==> src/adc_seq_pkg.sv <==
// Constants, register layouts, types and helper functions of the converter sequencer.
// ==========================================================================
// Summary of operation
// [RULE_01] Eight-bit channel mask picks inputs; an all-zero mask acts as input 0 only.
// [RULE_02] Software single conversions should select exactly one input in the mask.
// [RULE_03] Continuous scan accepts one to eight selected inputs, converted in turn.
// [RULE_04] Conversion clock is the bus clock divided by divisor field plus one.
// [RULE_05] Software picks the smallest divisor keeping conversion clock at most 4.5 MHz.
// [RULE_06] Scan bit clear: conversions start by software or trigger, 11 clocks each.
// [RULE_07] Scan bit set: back-to-back conversions at resolution-code length over selected inputs.
// [RULE_08] Scan starts at lowest selected input, then moves to higher selected inputs.
// [RULE_09] Clearing scan bit stops repeats; the running conversion still completes.
// [RULE_10] Resolution code 000 is 11 clocks and 10 bits; each step removes one each.
// [RULE_11] Power bit 1 keeps converter operational; 0 holds it powered down.
// [RULE_12] Trigger code 000 starts nothing; software writes it when powering down.
// [RULE_13] Writing trigger code 001 with scan bit clear starts a conversion immediately.
// [RULE_14] Codes 010 and 011 start on the selected edge of trigger pin A or B.
// [RULE_15] Codes 100 to 111 start on the selected edge of four timer match signals.
// [RULE_16] Trigger source field is acted on only while scan bit is clear.
// [RULE_17] Polarity bit picks edge for codes 010-111: 0 falling, 1 rising.
// [RULE_18] Test field: 00 normal, 01 digital test, 10 converter test, 11 simple test.
// [RULE_19] Completion flag sets on finish, clears on result read or control write.
// [RULE_20] Edge detection works on selected signal XORed with the polarity bit.
// [RULE_21] Each result is reported with the three-bit channel number that produced it.
// [RULE_22] Interrupt request stays asserted while the completion flag is set.
// [RULE_23] Scan wraps from highest selected input back to the lowest and continues.
package adc_seq_pkg;

	// ======================================================================
	// Register map
	localparam logic [31:0] CTRL_ADDR   = 32'he003_4000;
	localparam logic [31:0] RESULT_ADDR = 32'he003_4004;
	localparam logic [31:0] CTRL_RESET  = 32'h0000_0001;
	localparam logic [31:0] CTRL_WMASK  = 32'h0fef_ffff;

	typedef enum logic [1:0] {
		TEST_NORMAL,
		TEST_DIGITAL,
		TEST_CONVERTER,
		TEST_SIMPLE
	} test_mode_t;

	typedef struct packed {
		logic [3:0] rsv_hi;
		logic       edge_rising;
		logic [2:0] trigger_source;
		test_mode_t test_mode_field;
		logic       converter_powered;
		logic       rsv_mid;
		logic [2:0] scan_resolution_code;
		logic       continuous_scan;
		logic [7:0] conv_clock_divisor;
		logic [7:0] channel_mask;
	} ctrl_t;

	typedef struct packed {
		logic       done;
		logic       overrun;
		logic [2:0] rsv_hi;
		logic [2:0] result_channel;
		logic [7:0] rsv_mid;
		logic [9:0] data;
		logic [5:0] rsv_lo;
	} result_t;

	// ======================================================================
	// Trigger codes and timing
	localparam logic [2:0] TRIG_NONE        = 3'h0;
	localparam logic [2:0] TRIG_NOW         = 3'h1;
	localparam logic [2:0] TRIG_PIN_A       = 3'h2;
	localparam logic [2:0] TRIG_PIN_B       = 3'h3;
	localparam logic [2:0] TRIG_TIMER_FIRST = 3'h4;
	localparam logic [2:0] CHAN_LAST        = 3'h7;
	localparam int         CHAN_COUNT       = 8;
	localparam logic [3:0] CONV_SCAN_RESOLUTION_CODE_FULL   = 4'hb;
	localparam logic [9:0] RES_FULL_MASK    = 10'h3ff;
	localparam logic [7:0] MASK_DEFAULT     = 8'h01;

	localparam int SYS_CLK_HZ      = 50_000_000;
	localparam int CONV_CLK_MAX_HZ = 4_500_000;
	// Smallest divisor keeping the conversion clock within its maximum.
	localparam int DIV_RECOMMENDED = (SYS_CLK_HZ + CONV_CLK_MAX_HZ - 1) / CONV_CLK_MAX_HZ - 1;

	typedef enum logic {
		SEQ_IDLE,
		SEQ_CONVERT
	} seq_state_t;

	// ======================================================================
	// Helper functions
	function automatic logic [7:0] eff_mask(input logic [7:0] m);
		eff_mask = (m == '0) ? MASK_DEFAULT : m; // RULE_01
	endfunction

	// Next selected channel above cur, wrapping; starting from the last gives the lowest.
	function automatic logic [2:0] next_chan(input logic [7:0] m, input logic [2:0] cur);
		logic [2:0] c;
		logic       found;
		next_chan = cur;
		found = 1'b0;
		for (int i = 1; i <= CHAN_COUNT; i++) begin
			c = cur + i[2:0];
			if (!found && m[c]) begin
				next_chan = c;
				found = 1'b1;
			end
		end
	endfunction

	// Index of the last conversion clock of a conversion.
	function automatic logic [3:0] conv_last(input logic scan, input logic [2:0] code);
		conv_last = scan ? (CONV_SCAN_RESOLUTION_CODE_FULL - 4'h1 - {1'b0, code}) : (CONV_SCAN_RESOLUTION_CODE_FULL - 4'h1);
	endfunction

	// Bits of accuracy kept in the result for a resolution code.
	function automatic logic [9:0] res_keep(input logic [2:0] code);
		res_keep = RES_FULL_MASK << code;
	endfunction

endpackage

==> src/conv_ctl_if.sv <==
// Interface between the sequencer, its conversion clock divider and its trigger selector.
`timescale 1ns/10ps
`default_nettype none
interface conv_ctl_if;
	logic       run;
	logic [7:0] divisor;
	logic       tick;
	logic       conv_clk;
	logic [2:0] trig_src;
	logic       edge_rising;
	logic       scan_on;
	logic       hw_start;

	modport seq (output run, divisor, trig_src, edge_rising, scan_on,
		input tick, conv_clk, hw_start);
	modport div (input run, divisor, output tick, conv_clk);
	modport trig (input trig_src, edge_rising, scan_on, output hw_start);
endinterface
`default_nettype wire

==> src/conv_clock_div.sv <==
// Conversion clock divider, held in reset while no conversion runs.
`timescale 1ns/10ps
`default_nettype none
module conv_clock_div (
	input  wire logic  i_clk,
	input  wire logic  i_rst,
	conv_ctl_if.div    ctl
);
	typedef struct packed {
		logic [7:0] cnt;
		logic       conv_clk;
		logic [8:0] since;
	} div_regs_t;

	div_regs_t st_reg;
	div_regs_t st_next;

	// ======================================================================
	// Divide by divisor plus one
	assign ctl.tick = ctl.run && (st_reg.cnt == ctl.divisor); // RULE_04
	assign ctl.conv_clk = st_reg.conv_clk;

	always_comb begin
		st_next = st_reg;
		if (!ctl.run) begin
			st_next.cnt = '0;
		end else if (ctl.tick) begin
			st_next.cnt = '0;
		end else begin
			st_next.cnt = st_reg.cnt + 8'h01;
		end
		st_next.conv_clk = ctl.run && (st_next.cnt <= {1'b0, ctl.divisor[7:1]});
		st_next.since = (!ctl.run || ctl.tick) ? 9'h000 : st_reg.since + 9'h001;
	end

	always_ff @(posedge i_clk) begin
		if (i_rst) begin
			st_reg <= '0;
		end else begin
			st_reg <= st_next;
		end
	end
endmodule // conv_clock_div
`default_nettype wire

==> src/conv_trigger_sel.sv <==
// Hardware trigger selection and edge detection for single conversions.
`timescale 1ns/10ps
`default_nettype none
module conv_trigger_sel (
	input  wire logic       i_clk,
	input  wire logic       i_rst,
	input  wire logic       i_pin_a,
	input  wire logic       i_pin_b,
	input  wire logic [3:0] i_timer_match,
	conv_ctl_if.trig        ctl
);
	typedef struct packed {
		logic [1:0] pin_meta;
		logic [1:0] pin_sync;
		logic       lvl_prev;
	} trig_regs_t;

	trig_regs_t st_reg;
	trig_regs_t st_next;
	logic       sel_sig;
	logic       lvl;
	logic       hw_code;

	always_comb begin
		st_next = st_reg;
		st_next.pin_meta = {i_pin_b, i_pin_a};
		st_next.pin_sync = st_reg.pin_meta;
		unique case (ctl.trig_src)
			adc_seq_pkg::TRIG_PIN_A: sel_sig = st_reg.pin_sync[0]; // RULE_14
			adc_seq_pkg::TRIG_PIN_B: sel_sig = st_reg.pin_sync[1]; // RULE_14
			adc_seq_pkg::TRIG_NONE, adc_seq_pkg::TRIG_NOW: sel_sig = 1'b0;
			default: sel_sig = i_timer_match[ctl.trig_src[1:0]]; // RULE_15
		endcase
		hw_code = ctl.trig_src >= adc_seq_pkg::TRIG_PIN_A;
		// A falling edge after the XOR is a falling edge, or a rising edge when inverted.
		lvl = sel_sig ^ ctl.edge_rising; // RULE_20 RULE_17
		st_next.lvl_prev = lvl;
	end

	assign ctl.hw_start = hw_code && !ctl.scan_on && st_reg.lvl_prev && !lvl; // RULE_16

	always_ff @(posedge i_clk) begin
		if (i_rst) begin
			st_reg <= '0;
		end else begin
			st_reg <= st_next;
		end
	end
endmodule // conv_trigger_sel
`default_nettype wire

==> src/adc_control_sequencer.sv <==
// Top of the converter control sequencer: control register, scan and conversion timing.
//
// The implementer's own choice: the strobed register port.
`timescale 1ns/10ps
`default_nettype none
module adc_control_sequencer (
	input  wire logic        I_CLK_SYS,
	input  wire logic        I_SYS_RST,
	input  wire logic [31:0] I_BUS_ADDR,
	input  wire logic [31:0] I_BUS_WDATA,
	input  wire logic        I_BUS_WR,
	input  wire logic        I_BUS_RD,
	output logic      [31:0] O_BUS_RDATA,
	input  wire logic        I_TRIG_PIN_A,
	input  wire logic        I_TRIG_PIN_B,
	input  wire logic        I_TIMER0_MATCH1,
	input  wire logic        I_TIMER0_MATCH3,
	input  wire logic        I_TIMER1_MATCH0,
	input  wire logic        I_TIMER1_MATCH1,
	input  wire logic [9:0]  I_CONV_DATA,
	output logic             O_CONV_CLK,
	output logic             O_CONV_POWERED,
	output logic             O_CONV_ACTIVE,
	output logic      [2:0]  O_CONV_CHANNEL,
	output logic      [1:0]  O_TEST_MODE,
	output logic             O_CONV_IRQ,
	output logic      [2:0]  O_RESULT_CHANNEL
);
	typedef struct packed {
		adc_seq_pkg::ctrl_t      ctrl;
		adc_seq_pkg::seq_state_t state;
		logic [2:0]              cur_chan;
		logic [3:0]              clk_cnt;
		logic                    conv_scan;
		logic [2:0]              conv_res;
		logic                    done;
		logic                    overrun;
		logic [2:0]              res_chan;
		logic [9:0]              res_data;
		logic [31:0]             rdata;
	} seq_regs_t;

	localparam seq_regs_t SEQ_RESET = '{
		ctrl:    adc_seq_pkg::ctrl_t'(adc_seq_pkg::CTRL_RESET),
		state:   adc_seq_pkg::SEQ_IDLE,
		default: '0
	};

	seq_regs_t          st_reg;
	seq_regs_t          st_next;
	adc_seq_pkg::ctrl_t wctrl;
	adc_seq_pkg::ctrl_t src;
	adc_seq_pkg::result_t res_view;
	logic               wr_ctrl;
	logic               rd_result;
	logic               busy;
	logic               finish;
	logic               start;

	conv_ctl_if ctl_bus ();

	// ======================================================================
	// Helper blocks
	conv_clock_div u_div (
		.i_clk (I_CLK_SYS),
		.i_rst (I_SYS_RST),
		.ctl   (ctl_bus)
	);

	conv_trigger_sel u_trig (
		.i_clk         (I_CLK_SYS),
		.i_rst         (I_SYS_RST),
		.i_pin_a       (I_TRIG_PIN_A),
		.i_pin_b       (I_TRIG_PIN_B),
		.i_timer_match ({I_TIMER1_MATCH1, I_TIMER1_MATCH0, I_TIMER0_MATCH3, I_TIMER0_MATCH1}),
		.ctl           (ctl_bus)
	);

	assign busy = (st_reg.state == adc_seq_pkg::SEQ_CONVERT);
	assign ctl_bus.run = busy;
	assign ctl_bus.divisor = st_reg.ctrl.conv_clock_divisor;
	assign ctl_bus.trig_src = st_reg.ctrl.trigger_source;
	assign ctl_bus.edge_rising = st_reg.ctrl.edge_rising;
	assign ctl_bus.scan_on = st_reg.ctrl.continuous_scan;

	// ======================================================================
	// Next state
	always_comb begin
		st_next = st_reg;
		wctrl = adc_seq_pkg::ctrl_t'(I_BUS_WDATA & adc_seq_pkg::CTRL_WMASK);
		wr_ctrl = I_BUS_WR && (I_BUS_ADDR == adc_seq_pkg::CTRL_ADDR);
		rd_result = I_BUS_RD && (I_BUS_ADDR == adc_seq_pkg::RESULT_ADDR);
		finish = busy && ctl_bus.tick
			&& (st_reg.clk_cnt == adc_seq_pkg::conv_last(st_reg.conv_scan, st_reg.conv_res));

		res_view = '0;
		res_view.done = st_reg.done;
		res_view.overrun = st_reg.overrun;
		res_view.result_channel = st_reg.res_chan;
		res_view.data = st_reg.res_data;

		// Read data stand for the one cycle after the strobe; unmapped addresses read zero.
		st_next.rdata = '0;
		if (I_BUS_RD && I_BUS_ADDR == adc_seq_pkg::CTRL_ADDR) begin
			st_next.rdata = st_reg.ctrl;
		end else if (rd_result) begin
			st_next.rdata = res_view;
		end

		// Clears come first so that a finishing conversion in the same cycle wins.
		if (rd_result || wr_ctrl) begin
			st_next.done = 1'b0; // RULE_19
		end
		if (rd_result) begin
			st_next.overrun = 1'b0;
		end
		if (wr_ctrl) begin
			st_next.ctrl = wctrl;
		end

		if (finish) begin
			st_next.res_data = I_CONV_DATA & adc_seq_pkg::res_keep(st_reg.conv_res); // RULE_10
			st_next.res_chan = st_reg.cur_chan; // RULE_21
			st_next.done = 1'b1; // RULE_19
			if (st_reg.done && !rd_result && st_reg.conv_scan) begin
				st_next.overrun = 1'b1;
			end
			if (st_reg.ctrl.continuous_scan) begin
				// Back to back on the next selected input, wrapping past the highest.
				st_next.cur_chan = adc_seq_pkg::next_chan( // RULE_07 RULE_08 RULE_23 RULE_03
					adc_seq_pkg::eff_mask(st_reg.ctrl.channel_mask), st_reg.cur_chan);
				st_next.clk_cnt = '0;
				st_next.conv_scan = 1'b1;
				st_next.conv_res = st_reg.ctrl.scan_resolution_code; // RULE_10
			end else begin
				st_next.state = adc_seq_pkg::SEQ_IDLE; // RULE_09
			end
		end else if (busy && ctl_bus.tick) begin
			st_next.clk_cnt = st_reg.clk_cnt + 4'h1;
		end

		// A write with code 001 restarts; a scan write starts only from idle.
		start = 1'b0;
		src = st_reg.ctrl;
		if (wr_ctrl && wctrl.converter_powered) begin
			src = wctrl;
			if (wctrl.continuous_scan) begin
				start = !busy; // RULE_07
			end else begin
				start = (wctrl.trigger_source == adc_seq_pkg::TRIG_NOW); // RULE_13 RULE_12
			end
		end else if (!wr_ctrl && !busy && ctl_bus.hw_start && st_reg.ctrl.converter_powered) begin
			start = 1'b1; // RULE_14 RULE_15 RULE_06
		end
		if (start) begin
			st_next.state = adc_seq_pkg::SEQ_CONVERT;
			st_next.clk_cnt = '0;
			st_next.cur_chan = adc_seq_pkg::next_chan( // RULE_08 RULE_01
				adc_seq_pkg::eff_mask(src.channel_mask), adc_seq_pkg::CHAN_LAST);
			st_next.conv_scan = src.continuous_scan; // RULE_06
			st_next.conv_res = src.scan_resolution_code;
		end

		// Powering down abandons any conversion.
		if (!st_next.ctrl.converter_powered) begin
			st_next.state = adc_seq_pkg::SEQ_IDLE; // RULE_11
		end
	end

	always_ff @(posedge I_CLK_SYS) begin
		if (I_SYS_RST) begin
			st_reg <= SEQ_RESET;
		end else begin
			st_reg <= st_next;
		end
	end

	// ======================================================================
	// Outputs
	assign O_BUS_RDATA = st_reg.rdata;
	assign O_CONV_CLK = ctl_bus.conv_clk;
	assign O_CONV_POWERED = st_reg.ctrl.converter_powered; // RULE_11
	assign O_CONV_ACTIVE = busy;
	assign O_CONV_CHANNEL = st_reg.cur_chan;
	assign O_TEST_MODE = st_reg.ctrl.test_mode_field; // RULE_18
	assign O_CONV_IRQ = st_reg.done; // RULE_22
	assign O_RESULT_CHANNEL = st_reg.res_chan;
endmodule // adc_control_sequencer
`default_nettype wire

==> config.mk <==
export PLATFORM = sky130hd
export DESIGN_NAME = adc_control_sequencer
export DESIGN_NICKNAME = d
export VERILOG_FILES = /design/src/adc_seq_pkg.sv /design/src/conv_ctl_if.sv /design/src/conv_clock_div.sv /design/src/conv_trigger_sel.sv /design/src/adc_control_sequencer.sv
export SDC_FILE = /design/constraint.sdc
export NUM_CORES = 1
export LEC_CHECK = 0
export BUFFER_PORTS_ARGS = -buffer_cell sky130_fd_sc_hd__buf_2
export CAP_MARGIN = 30
export CORE_ASPECT_RATIO = 2
export CORE_UTILIZATION = 45
export DETAILED_ROUTE_END_ITERATION = 10
export PLACE_DENSITY = 0.68
export SLEW_MARGIN = 40
export SYNTH_ARGS = -nofsm -noshare
export SYNTH_HDL_FRONTEND = slang
export SYNTH_HIERARCHICAL = 1
export SYNTH_SLANG_ARGS = --single-unit
==> constraint.sdc <==
create_clock -name I_CLK_SYS -period 3.7 [get_ports I_CLK_SYS]
set_input_delay 0.185 -clock I_CLK_SYS [delete_from_list [all_inputs] [get_ports I_CLK_SYS]]
set_output_delay 0.185 -clock I_CLK_SYS [all_outputs]
set_load 0.05 [all_outputs]
==> reports/metrics.yaml, run 1 <==
outcome: "complete, no violations"
cts_inserted_buffers: 9
global_route.overflow_total: 0
preCtsSetupSlack_ns: 0.403
detailedPlacementHpwl_um: 12000
endpoint_class_of_the_critical_path: "flop"
die_area_um2: 12500
p_sw_frac: 0.227
detail_route.first_pass.iterations: 4
hold_path.class: "in2reg"
share_seq_of_total_power: 0.524
antenna_found_initial: 0
clock_network_power_share: 0.435
row_count: 56
ant_nets: 0
mostFrequentLayoutCell: "sky130_fd_sc_hd__buf_2"
postSynthAreaPerCell_um2: 8.57
layout-drive-gt1-share: 0.245
syn-instance-count: 632
global_route_wire_length_before_repair_um: 24600
final-max-slew-violation-count: 0
final_cell_mix: "119 x sky130_fd_sc_hd__buf_2, 97 x sky130_fd_sc_hd__dfxtp_1, 92 x sky130_fd_sc_hd__nand2_1, 52 x sky130_fd_sc_hd__a21oi_1, 32 x sky130_fd_sc_hd__nor2_1"
floorplan.io_pins: 128
power-per-cell-area_nw_per_um2: 323
largest_reg_flops: 29
clk_pin_slew_ns: 0.07
worstSetupPathType: "reg2reg"
detail_route.iter0.violations: 283
fin_setup_tns_ns: 0
grt_max_degree: 41
crit_arrival_ns: 3.46
globalplace.congestion: 0.930
port_buffers: 119
cell_internal_pwr_mw: 1.54
timing.critical_path.required_ns: 3.93
detail_route.wl_per_cell_um: 18.0
timing.clock.skew_ns: 0.00878
fillers: 1123
post-cts-setup-buffers: 0
mean_number_of_vias_per_cell: 5.68
clock_sinks: 97
r2r_slack_ns: 0.48
cts.repair.resized: 0
timing.final.crit_share: 0.871
grt_usage: 0.259
ys_ff_latch: 97
sequential_cell_area_um2: 1940
ctsRootBufferMaster: "sky130_fd_sc_hd__clkbuf_16"
drv.max_cap_violation_count: 0
p_leak_nw: 2.43
multiInputGateArea_um2: 2990
core-area_um2: 11700
netSwitchingPower_mw: 0.453
cts_hold_buf: 0
yosysWarningCount: 6
clock_path_buffers: 2
combPwrFrac: 0.042
critical_path_launch_point_type: "flop"
netlist_area_um2: 5420
vdd_ir_drop_max_mv: 0.377
max_slew.worst_pin.slew_ns: 0.820
tritoncts: "built"
synth_enable_flop_cells: 0
detail_route.drc_violations: 0
placed_cells_incl_taps: 844
clk_latency_ns: 0.34
cts.htree.levels: 3
grt_setup_unrepaired: "false"
synth-async-reset-ratio: 0
final_cell_count_no_fill: 860
grt_pass1_vias: 4891
critical_path.max_fanout: 9
die_height_um: 157
synth.lib_cells_used.distinct: 88
report.final.setup_viol: 0
drt-total-wl_um: 15500
fmax_ghz: 0.310
areaGrowthSynthToFinish_pct: 14.0
synth.yosys.seq_area_share: 0.359
period_minus_slack_ns: 3.22
final_net_count: 809
diodes: 0
finalHoldViolCount: 0
vias: 4885
layout_setup_ws_ns: 0.477
initial_utilization: 0.463
floorplan.die.width_um: 79.6
ys.flop_type: "sky130_fd_sc_hd__dfxtp_1"
slew_headroom: 0.449
==> synth_stat cells (3+ instances only) <==
cell,n,area share
sky130_fd_sc_hd__o41ai_4,3,0.015
sky130_fd_sc_hd__nor2_1,32,0.022
sky130_fd_sc_hd__nor4b_1,5,0.0081
sky130_fd_sc_hd__xor2_1,9,0.015
sky130_fd_sc_hd__nor3_1,15,0.014
sky130_fd_sc_hd__a311oi_1,4,0.0065
sky130_fd_sc_hd__clkbuf_1,22,0.015
sky130_fd_sc_hd__o21ai_0,7,0.0065
sky130_fd_sc_hd__nand3_1,17,0.016
sky130_fd_sc_hd__o2111ai_1,3,0.0049
sky130_fd_sc_hd__xnor2_1,11,0.018
sky130_fd_sc_hd__and3_1,5,0.0058
sky130_fd_sc_hd__o211ai_1,6,0.0083
sky130_fd_sc_hd__a221oi_1,3,0.0049
sky130_fd_sc_hd__nor2b_1,14,0.016
sky130_fd_sc_hd__nor3b_1,3,0.0042
sky130_fd_sc_hd__a22o_1,13,0.021
sky130_fd_sc_hd__inv_1,25,0.017
sky130_fd_sc_hd__a31oi_1,4,0.0046
sky130_fd_sc_hd__nor4_1,8,0.0092
sky130_fd_sc_hd__mux2_1,3,0.0062
sky130_fd_sc_hd__buf_4,40,0.055
sky130_fd_sc_hd__ha_1,15,0.035
sky130_fd_sc_hd__nand2b_1,6,0.0069
sky130_fd_sc_hd__nand3b_1,3,0.0042
sky130_fd_sc_hd__nand2_1,92,0.064
sky130_fd_sc_hd__a211oi_1,9,0.012
sky130_fd_sc_hd__nand4_1,10,0.012
sky130_fd_sc_hd__a21oi_1,52,0.048
sky130_fd_sc_hd__and2_1,18,0.021
sky130_fd_sc_hd__o31ai_1,3,0.0042
sky130_fd_sc_hd__dfxtp_1,97,0.36
sky130_fd_sc_hd__mux2i_1,5,0.0092
==> area by class of cell <==
| cell class | count | area share |
|---|---|---|
| tap | 145 | 0.0294 |
| multi-input combinational | 445 | 0.485 |
| timing repair buffer | 132 | 0.112 |
| clock buffer | 11 | 0.0377 |
| sequential | 97 | 0.314 |
| clock inverter | 5 | 0.00648 |
| inverter | 25 | 0.0152 |
==> logic make-up after synthesis <==
family / share of synthesized area
and+or+nand+nor: 0.237
AOI/OAI and AO/OA: 0.206
adders and majority gates: 0.0347
muxes: 0.0342
buffers and inverters: 0.0933
xor gates and xnor gates: 0.0353
other: 0.000692
DFF: 0.359
==> worst max-delay path, stage by stage (launching register included) <==
cell and delay, ns:
sky130_fd_sc_hd__dfxtp_1 0.33, sky130_fd_sc_hd__inv_1 0.12, sky130_fd_sc_hd__ha_1 0.51, sky130_fd_sc_hd__mux4_1 0.69
sky130_fd_sc_hd__nand2_1 0.14, sky130_fd_sc_hd__o41ai_4 0.13, sky130_fd_sc_hd__nor3_4 0.34, sky130_fd_sc_hd__a311o_1 0.28
sky130_fd_sc_hd__mux2_1 0.33, sky130_fd_sc_hd__a211o_1 0.26
==> path summary, 6_finish.rpt <==
path	end	cells after the start	from
max	O_CONV_CHANNEL[0]	9	O_CONV_CHANNEL[1]
min	u_trig/st_next[2]	2	I_TRIG_PIN_B
max reg2reg	O_CONV_CHANNEL[0]	9	O_CONV_CHANNEL[1]
min reg2reg	u_trig/st_reg[2]	1	u_trig/st_next[2]
==> power groups by stage <==
stage,clock network [mW],logic (mW),registers [mW]
after floorplan,0,0.0302,1.07
after global placement,0,0.0802,1.07
after detailed placement,0,0.0824,1.07
after CTS,0.890,0.0827,1.05
after global routing,0.932,0.0902,1.05
final,0.868,0.0830,1.05
==> stage by stage <==
| step | hold WS [ns] | total power [mW] | instance area [µm²] | util |
|---|---|---|---|---|
| 6_report | 0.0643 | 2.00 | 6180 | 0.528 |
| 5_1_grt | 0.0646 | 2.07 | 6180 | 0.528 |
| 4_1_cts | 0.0617 | 2.02 | 6170 | 0.527 |
| 3_5_place_dp | 0.417 | 1.15 | 5900 | 0.504 |
| 3_3_place_gp | 0.406 | 1.15 | 5900 | 0.504 |
| 2_1_floorplan | 0.257 | 1.10 | 5420 | - |
==> metal layers <==
metal	wire length [µm]	vias to the layer above	track usage
met5	0	-	0
met4	1040	0	0.179
met3	439	52	0.0301
met2	8610	139	0.486
met1	5420	2320	0.256
li1	-	2374	-
Note: power is estimated with default switching activity, not from simulation.
==> inputs of run 2 (changes only) <==
- SYNTH_HIERARCHICAL: 1 -> default
- clock period: 3.7 -> 3.4 ns (I/O delays scaled with it)
==> run 2 against run 1 <==
- synthesized area shrank 3.7%
- highest routed layer unchanged
- clock skew rose by 0.0054 ns
- fmax rose by 3.2%
- sequential power increased by 9%
- non-clock buffer count rose by 5
- final cell count fell by 1.3%
==> reports/metrics.yaml, run 2 <==
yosys.area_share.simple: 0.232  # -0.00557
drt-total-wl_um: 14900  # -4.3%
r2r_slack_ns: 0.28  # -0.20 ns
synth_top_cell_area_share: 0.372  # +0.0137
vias: 4781  # -2.1%
syn-instance-count: 621  # -1.7%
cts_inserted_buffers: 9  # unchanged
final_net_count: 801  # -0.99%
netSwitchingPower_mw: 0.499  # +10%
synth_xor_area_frac: 0.0369  # +0.00159
power-per-cell-area_nw_per_um2: 378  # +17%
hold_path.class: "in2reg"
clock_network_power_share: 0.459  # +0.024
initial_utilization: 0.462  # -0.000590
ctsRootBufferMaster: "sky130_fd_sc_hd__clkbuf_16"
p_leak_nw: 2.48  # +2.1%
drv.max_cap_violation_count: 0  # unchanged
critical-path-slowest-cell: "sky130_fd_sc_hd__or3_1"
fin_setup_tns_ns: 0  # unchanged
detail_route.first_pass.iterations: 5  # +1
grt_pass1_vias: 4805  # -1.8%
global_route.overflow_total: 0  # unchanged
slew_headroom: 0.542  # +0.0921
synth-async-reset-ratio: 0  # unchanged
mean_number_of_vias_per_cell: 5.63  # -0.86%
finalHoldViolCount: 0  # unchanged
clock_path_buffers: 2  # unchanged
clock_sinks: 97  # unchanged
final-max-slew-violation-count: 0  # unchanged
cts.htree.levels: 3  # unchanged
floorplan.die.width_um: 78.1  # -1.8%
crit_arrival_ns: 3.37  # -0.09 ns
clk_latency_ns: 0.35  # about the same
clk_pin_slew_ns: 0.07  # about the same
cts_hold_buf: 0  # unchanged
area_fraction_in_compound_gates_after_synthesis: 0.173  # -0.0324
cp_cell_sequence: "xnor2_1 -> nand2_1 -> or3_1 -> nand2_1 -> buf_4 -> nor2_1 -> ha_1 -> o21a_1 -> o21a_1 -> o21a_1 -> o21a_1 -> o21a_1 -> o22ai_1 -> nor4b_1"
mostFrequentLayoutCell: "sky130_fd_sc_hd__buf_2"
max_slew.worst_pin.slew_ns: 0.677  # -0.143 ns
areaGrowthSynthToFinish_pct: 15.3
netlist_area_um2: 5220  # -3.7%
detailedPlacementHpwl_um: 11500  # -4.2%
globalplace.congestion: 0.911  # -2.0%
largest_family_of_logic_cells_by_synthesized_area: "simple AND/OR/NAND/NOR gates"
diodes: 0  # unchanged
timing.clock.skew_ns: 0.0141  # +0.00535 ns
p_sw_frac: 0.219  # -0.00765
timing.critical_path.required_ns: 3.65  # -0.28 ns
synth_enable_flop_cells: 0  # unchanged
combPwrFrac: 0.040  # -0.002
layout-drive-gt1-share: 0.250  # +0.00560
detail_route.drc_violations: 0  # unchanged
cts.repair.resized: 0  # unchanged
core-area_um2: 11300  # -3.6%
fillers: 1072  # -4.5%
vdd_ir_drop_max_mv: 0.266  # -29%
post_synth_main_area_contributors: "sky130_fd_sc_hd__dfxtp_1 37%, sky130_fd_sc_hd__buf_4 6.2%, sky130_fd_sc_hd__nand2_1 5.5%, sky130_fd_sc_hd__a21oi_1 5.4%, sky130_fd_sc_hd__nor2_1 3.7%"
port_buffers: 119  # unchanged
ys.flop_type: "sky130_fd_sc_hd__dfxtp_1"
synth.mux.area_fraction: 0.0482  # +0.0140
detail_route.iter0.violations: 277  # -2.1%
synth_commonest_cells: "97 x sky130_fd_sc_hd__dfxtp_1, 77 x sky130_fd_sc_hd__nand2_1, 56 x sky130_fd_sc_hd__a21oi_1, 52 x sky130_fd_sc_hd__nor2_1, 43 x sky130_fd_sc_hd__buf_4"
synth_most_common_cell: "sky130_fd_sc_hd__dfxtp_1"
path_delay_family: "simple AND/OR/NAND/NOR gates"
fmax_ghz: 0.320  # +3.2%
critical_path.max_fanout: 13  # +4
post-cts-setup-buffers: 0  # unchanged
global_route_wire_length_before_repair_um: 23500  # -4.5%
synth_top_cell_by_area: "sky130_fd_sc_hd__dfxtp_1"
final_cell_mix: "119 x sky130_fd_sc_hd__buf_2, 97 x sky130_fd_sc_hd__dfxtp_1, 77 x sky130_fd_sc_hd__nand2_1, 56 x sky130_fd_sc_hd__a21oi_1, 52 x sky130_fd_sc_hd__nor2_1"
report.final.setup_viol: 0  # unchanged
share_seq_of_total_power: 0.501  # -0.023
period_minus_slack_ns: 3.12  # -0.100 ns
outcome: "complete, no violations"
die_area_um2: 12100  # -3.6%
row_count: 55  # -1.8%
preCtsSetupSlack_ns: 0.290  # -0.113 ns
floorplan.io_pins: 128  # unchanged
detail_route.wl_per_cell_um: 17.5  # -3.1%
worstSetupPathType: "reg2reg"
post_synth_fa_ha_maj_area_fraction: 0.0360  # +0.00132
yosysWarningCount: 0  # -6
cell_internal_pwr_mw: 1.77  # +15%
ys_ff_latch: 97  # unchanged
critical_path_launch_point_type: "flop"
timing.final.crit_share: 0.919  # +0.0474
synth.yosys.seq_area_share: 0.372  # +0.0137
ant_nets: 0  # unchanged
grt_setup_unrepaired: "false"
postSynthAreaPerCell_um2: 8.40  # -2.0%
worstPathBufferInverterCount: 1  # unchanged
antenna_found_initial: 0  # unchanged
tritoncts: "built"
max_stage_delay_ns: 0.46  # -0.23 ns
largest_reg_flops: 29  # unchanged
layout_setup_ws_ns: 0.277  # -0.200 ns
endpoint_class_of_the_critical_path: "flop"
grt_usage: 0.253  # -0.00620
grt_max_degree: 45  # +9.8%
synth.lib_cells_used.distinct: 71  # -19%
worst_path_most_repeated_cell: "sky130_fd_sc_hd__o21a_1"
die_height_um: 154  # -1.8%
-- run 2: final cells by class --
cell class / instances / area [µm²] / share of cell area
clock inverters: 5 / 62.6 / 0.0104
clock buffers: 11 / 243 / 0.0404
repair buffers: 137 / 731 / 0.122
multi-input cells: 432 / 2760 / 0.460
flip-flops and latches: 97 / 1940 / 0.323
well taps: 142 / 178 / 0.0295
inverters: 25 / 93.8 / 0.0156
-- run 2: power groups by stage --
| stage | clock, mW | sequential, mW | combinational (mW) |
|---|---|---|---|
| floorplan | 0 | 1.16 | 0.0347 |
| global placement | 0 | 1.16 | 0.0881 |
| detailed placement | 0 | 1.16 | 0.0896 |
| CTS | 1.05 | 1.14 | 0.0900 |
| global route | 1.09 | 1.14 | 0.0989 |
| finish | 1.04 | 1.14 | 0.0911 |
-- run 2: kinds of logic after synthesis --
logic type,after synthesis
fa+ha+maj,15
mux,18
other cells,1
simple gates,238
compound gates,136
buf+inv,94
xor+xnor,22
flops,97
-- run 2: layer usage --
metal	global-route usage	routed length, µm
met3	0.0330	533
met2	0.487	8230
met4	0.186	948
met1	0.234	5140
met5	0	0
-- run 2: stage by stage --
stage | hold WS (ns) | power (mW) | std cells | cell area, µm² | util
after floorplan | 0.249 | 1.20 | 623 | 5230 | -
after global placement | 0.408 | 1.25 | 833 | 5710 | 0.506
after detailed placement | 0.401 | 1.25 | 833 | 5710 | 0.506
after CTS | 0.0428 | 2.27 | 849 | 6010 | 0.533
after global routing | 0.0632 | 2.33 | 849 | 6010 | 0.533
final | 0.0426 | 2.27 | 849 | 6010 | 0.533
-- run 2: worst paths after layout --
check	startpoint	endpoint	depth (start not counted)
setup / recovery	u_div.st_reg[10]	u_div.ctl.conv_clk	14
hold / removal	I_TRIG_PIN_B	u_trig.st_next[2]	2
setup reg to reg	u_div.st_reg[10]	u_div.ctl.conv_clk	14
hold reg to reg	u_trig.st_next[1]	u_trig.st_reg[1]	1
==> inputs of run 3 (changes only) <==
- REMOVE_ABC_BUFFERS: default -> 1
==> run 3 against run 2 <==
- utilization is 0.14 points lower
- fmax is 1.9% higher
- global-route usage is 0.10 points higher
- via count is 1.6% lower
- first-iteration DRC count is 6.9% lower
- non-clock buffer count is 2 lower
- worst setup slack better by 0.060 ns
- power is 0.42% lower
- sequential share of layout area is 0.088 points higher
- sequential power hardly changed
- clock skew is 0.0084 ns lower
- worst hold slack worse by 0.00060 ns
- critical path type unchanged
- largest cell class unchanged
==> reports/metrics.yaml, run 3 (synthesis results as in run 2) <==
outcome: "complete, no violations"
p_total_mw: 2.26  # -0.42%
clock_path_buffers: 2  # unchanged
final_cell_count_no_fill: 846  # -0.35%
grt_setup_unrepaired: "false"
final_cell_mix: "119 x sky130_fd_sc_hd__buf_2, 97 x sky130_fd_sc_hd__dfxtp_1, 77 x sky130_fd_sc_hd__nand2_1, 56 x sky130_fd_sc_hd__a21oi_1, 52 x sky130_fd_sc_hd__nor2_1"
cts.htree.levels: 3  # unchanged
largest_reg_flops: 29  # unchanged
areaGrowthSynthToFinish_pct: 14.9
global_route.overflow_total: 0  # unchanged
drv.max_cap_violation_count: 0  # unchanged
final.hold.worst_slack_ns: 0.0420  # -0.000597 ns
core-area_um2: 11300  # unchanged
vias: 4706  # -1.6%
ctsRootBufferMaster: "sky130_fd_sc_hd__clkbuf_16"
multiInputGateArea_um2: 2760  # about the same
share_seq_of_total_power: 0.503  # +0.002
endpoint_class_of_the_critical_path: "flop"
max_stage_delay_ns: 0.44  # -0.02 ns
netSwitchingPower_mw: 0.476  # -4.7%
sequential_cell_area_um2: 1940  # unchanged
cell_internal_pwr_mw: 1.79  # +0.78%
worstPathBufferInverterCount: 1  # unchanged
p_leak_nw: 2.48  # -0.11%
post-cts-setup-buffers: 0  # unchanged
grt_usage: 0.254  # +0.00104
global_route_wire_length_before_repair_um: 23700  # +0.91%
report.final.setup_viol: 0  # unchanged
path_delay_family: "simple AND/OR/NAND/NOR gates"
period_minus_slack_ns: 3.06  # -0.0597 ns
tritoncts: "built"
port_buffers: 119  # unchanged
clock_network_power_share: 0.456  # -0.003
final_util: 0.531  # -0.00144
combPwrFrac: 0.041  # about the same
vdd_ir_drop_max_mv: 0.285  # +7.2%
floorplan.die.width_um: 78.1  # unchanged
slew_headroom: 0.597  # +0.0553
clk_latency_ns: 0.34  # about the same
layout-drive-gt1-share: 0.247  # -0.00319
grt_max_degree: 31  # -31%
grt_pass1_vias: 4756  # -1.0%
final_net_count: 799  # -0.25%
finalHoldViolCount: 0  # unchanged
mostFrequentLayoutCell: "sky130_fd_sc_hd__buf_2"
antenna_found_initial: 0  # unchanged
detail_route.first_pass.iterations: 5  # unchanged
critical-path-slowest-cell: "sky130_fd_sc_hd__or3_1"
floorplan.io_pins: 128  # unchanged
timing.final.crit_share: 0.901  # -0.0176
p_sw_frac: 0.210  # -0.00944
ant_nets: 0  # unchanged
max_slew.worst_pin.slew_ns: 0.598  # -0.0786 ns
row_count: 55  # unchanged
detail_route.wl_per_cell_um: 17.7  # +1.4%
die_area_um2: 12100  # unchanged
cts.repair.resized: 0  # unchanged
globalplace.congestion: 0.911  # about the same
final-max-slew-violation-count: 0  # unchanged
cp_cell_sequence: "xnor2_1 -> nand3_1 -> or3_1 -> nand2_1 -> buf_4 -> nor2_1 -> ha_1 -> o21a_1 -> o21a_1 -> o21a_1 -> o21a_1 -> o21a_1 -> o22ai_1 -> nor4b_1"
placed_cells_incl_taps: 831  # -0.24%
crit_arrival_ns: 3.30  # -0.07 ns
worst_path_most_repeated_cell: "sky130_fd_sc_hd__o21a_1"
critical_path.max_fanout: 13  # unchanged
worstSetupPathType: "reg2reg"
fillers: 1093  # +2.0%
initial_utilization: 0.462  # unchanged
drt-total-wl_um: 15000  # +1.0%
power-per-cell-area_nw_per_um2: 378  # -0.15%
clk_pin_slew_ns: 0.06  # about the same
cts_hold_buf: 0  # unchanged
detailedPlacementHpwl_um: 11600  # +0.73%
cts_inserted_buffers: 9  # unchanged
timing.critical_path.required_ns: 3.64  # about the same
timing.clock.skew_ns: 0.00578  # -0.00836 ns
detail_route.iter0.violations: 258  # -6.9%
detail_route.drc_violations: 0  # unchanged
mean_number_of_vias_per_cell: 5.56  # -1.2%
die_height_um: 154  # unchanged
fmax_ghz: 0.326  # +1.9%
critical_path_launch_point_type: "flop"
hold_path.class: "in2reg"
clock_sinks: 97  # unchanged
diodes: 0  # unchanged
## run 3: through the flow
step	area, µm²	setup TNS (ns)	setup WS [ns]
5_1_grt	6000	0	0.154
2_1_floorplan	4790	-0.545	-0.223
6_report	6000	0	0.337
3_5_place_dp	5690	0	0.346
4_1_cts	6000	0	0.298
3_3_place_gp	5690	0	0.441
## run 3: path summary, 6_finish.rpt
check / cells past startpoint / slack (ns) / to / start
hold reg to reg: 1 / 0.45 / u_trig.st_reg[1] / u_trig.st_next[1]
hold / removal: 2 / 0.04 / u_trig.st_next[1] / I_TRIG_PIN_A
setup reg to reg: 14 / 0.34 / u_div.ctl.conv_clk / u_div.st_reg[15]
setup / recovery: 14 / 0.34 / u_div.ctl.conv_clk / u_div.st_reg[15]
## run 3: power by group through the flow
stage,clock [mW],combinational (mW),sequential [mW]
2_1_floorplan,0,0.0224,1.16
3_3_place_gp,0,0.0907,1.16
3_5_place_dp,0,0.0925,1.16
4_1_cts,1.05,0.0931,1.14
5_1_grt,1.09,0.101,1.14
6_report,1.03,0.0935,1.14
## run 3: area by class of cell
cell class	count	share of cell area
clock buffer	11	0.0421
clock inverter	4	0.00876
inverter	25	0.0156
multi-input combinational	432	0.461
sequential	97	0.324
tap	142	0.0296
timing repair buffer	135	0.119
## run 3: layer usage
metal  wire length, µm  vias up  global-route usage
met5                 0        -                   0
met4               643        0               0.127
met2              8510      113               0.492
li1                  -     2294                   -
met1              5400     2261               0.256
met3               446       38              0.0360
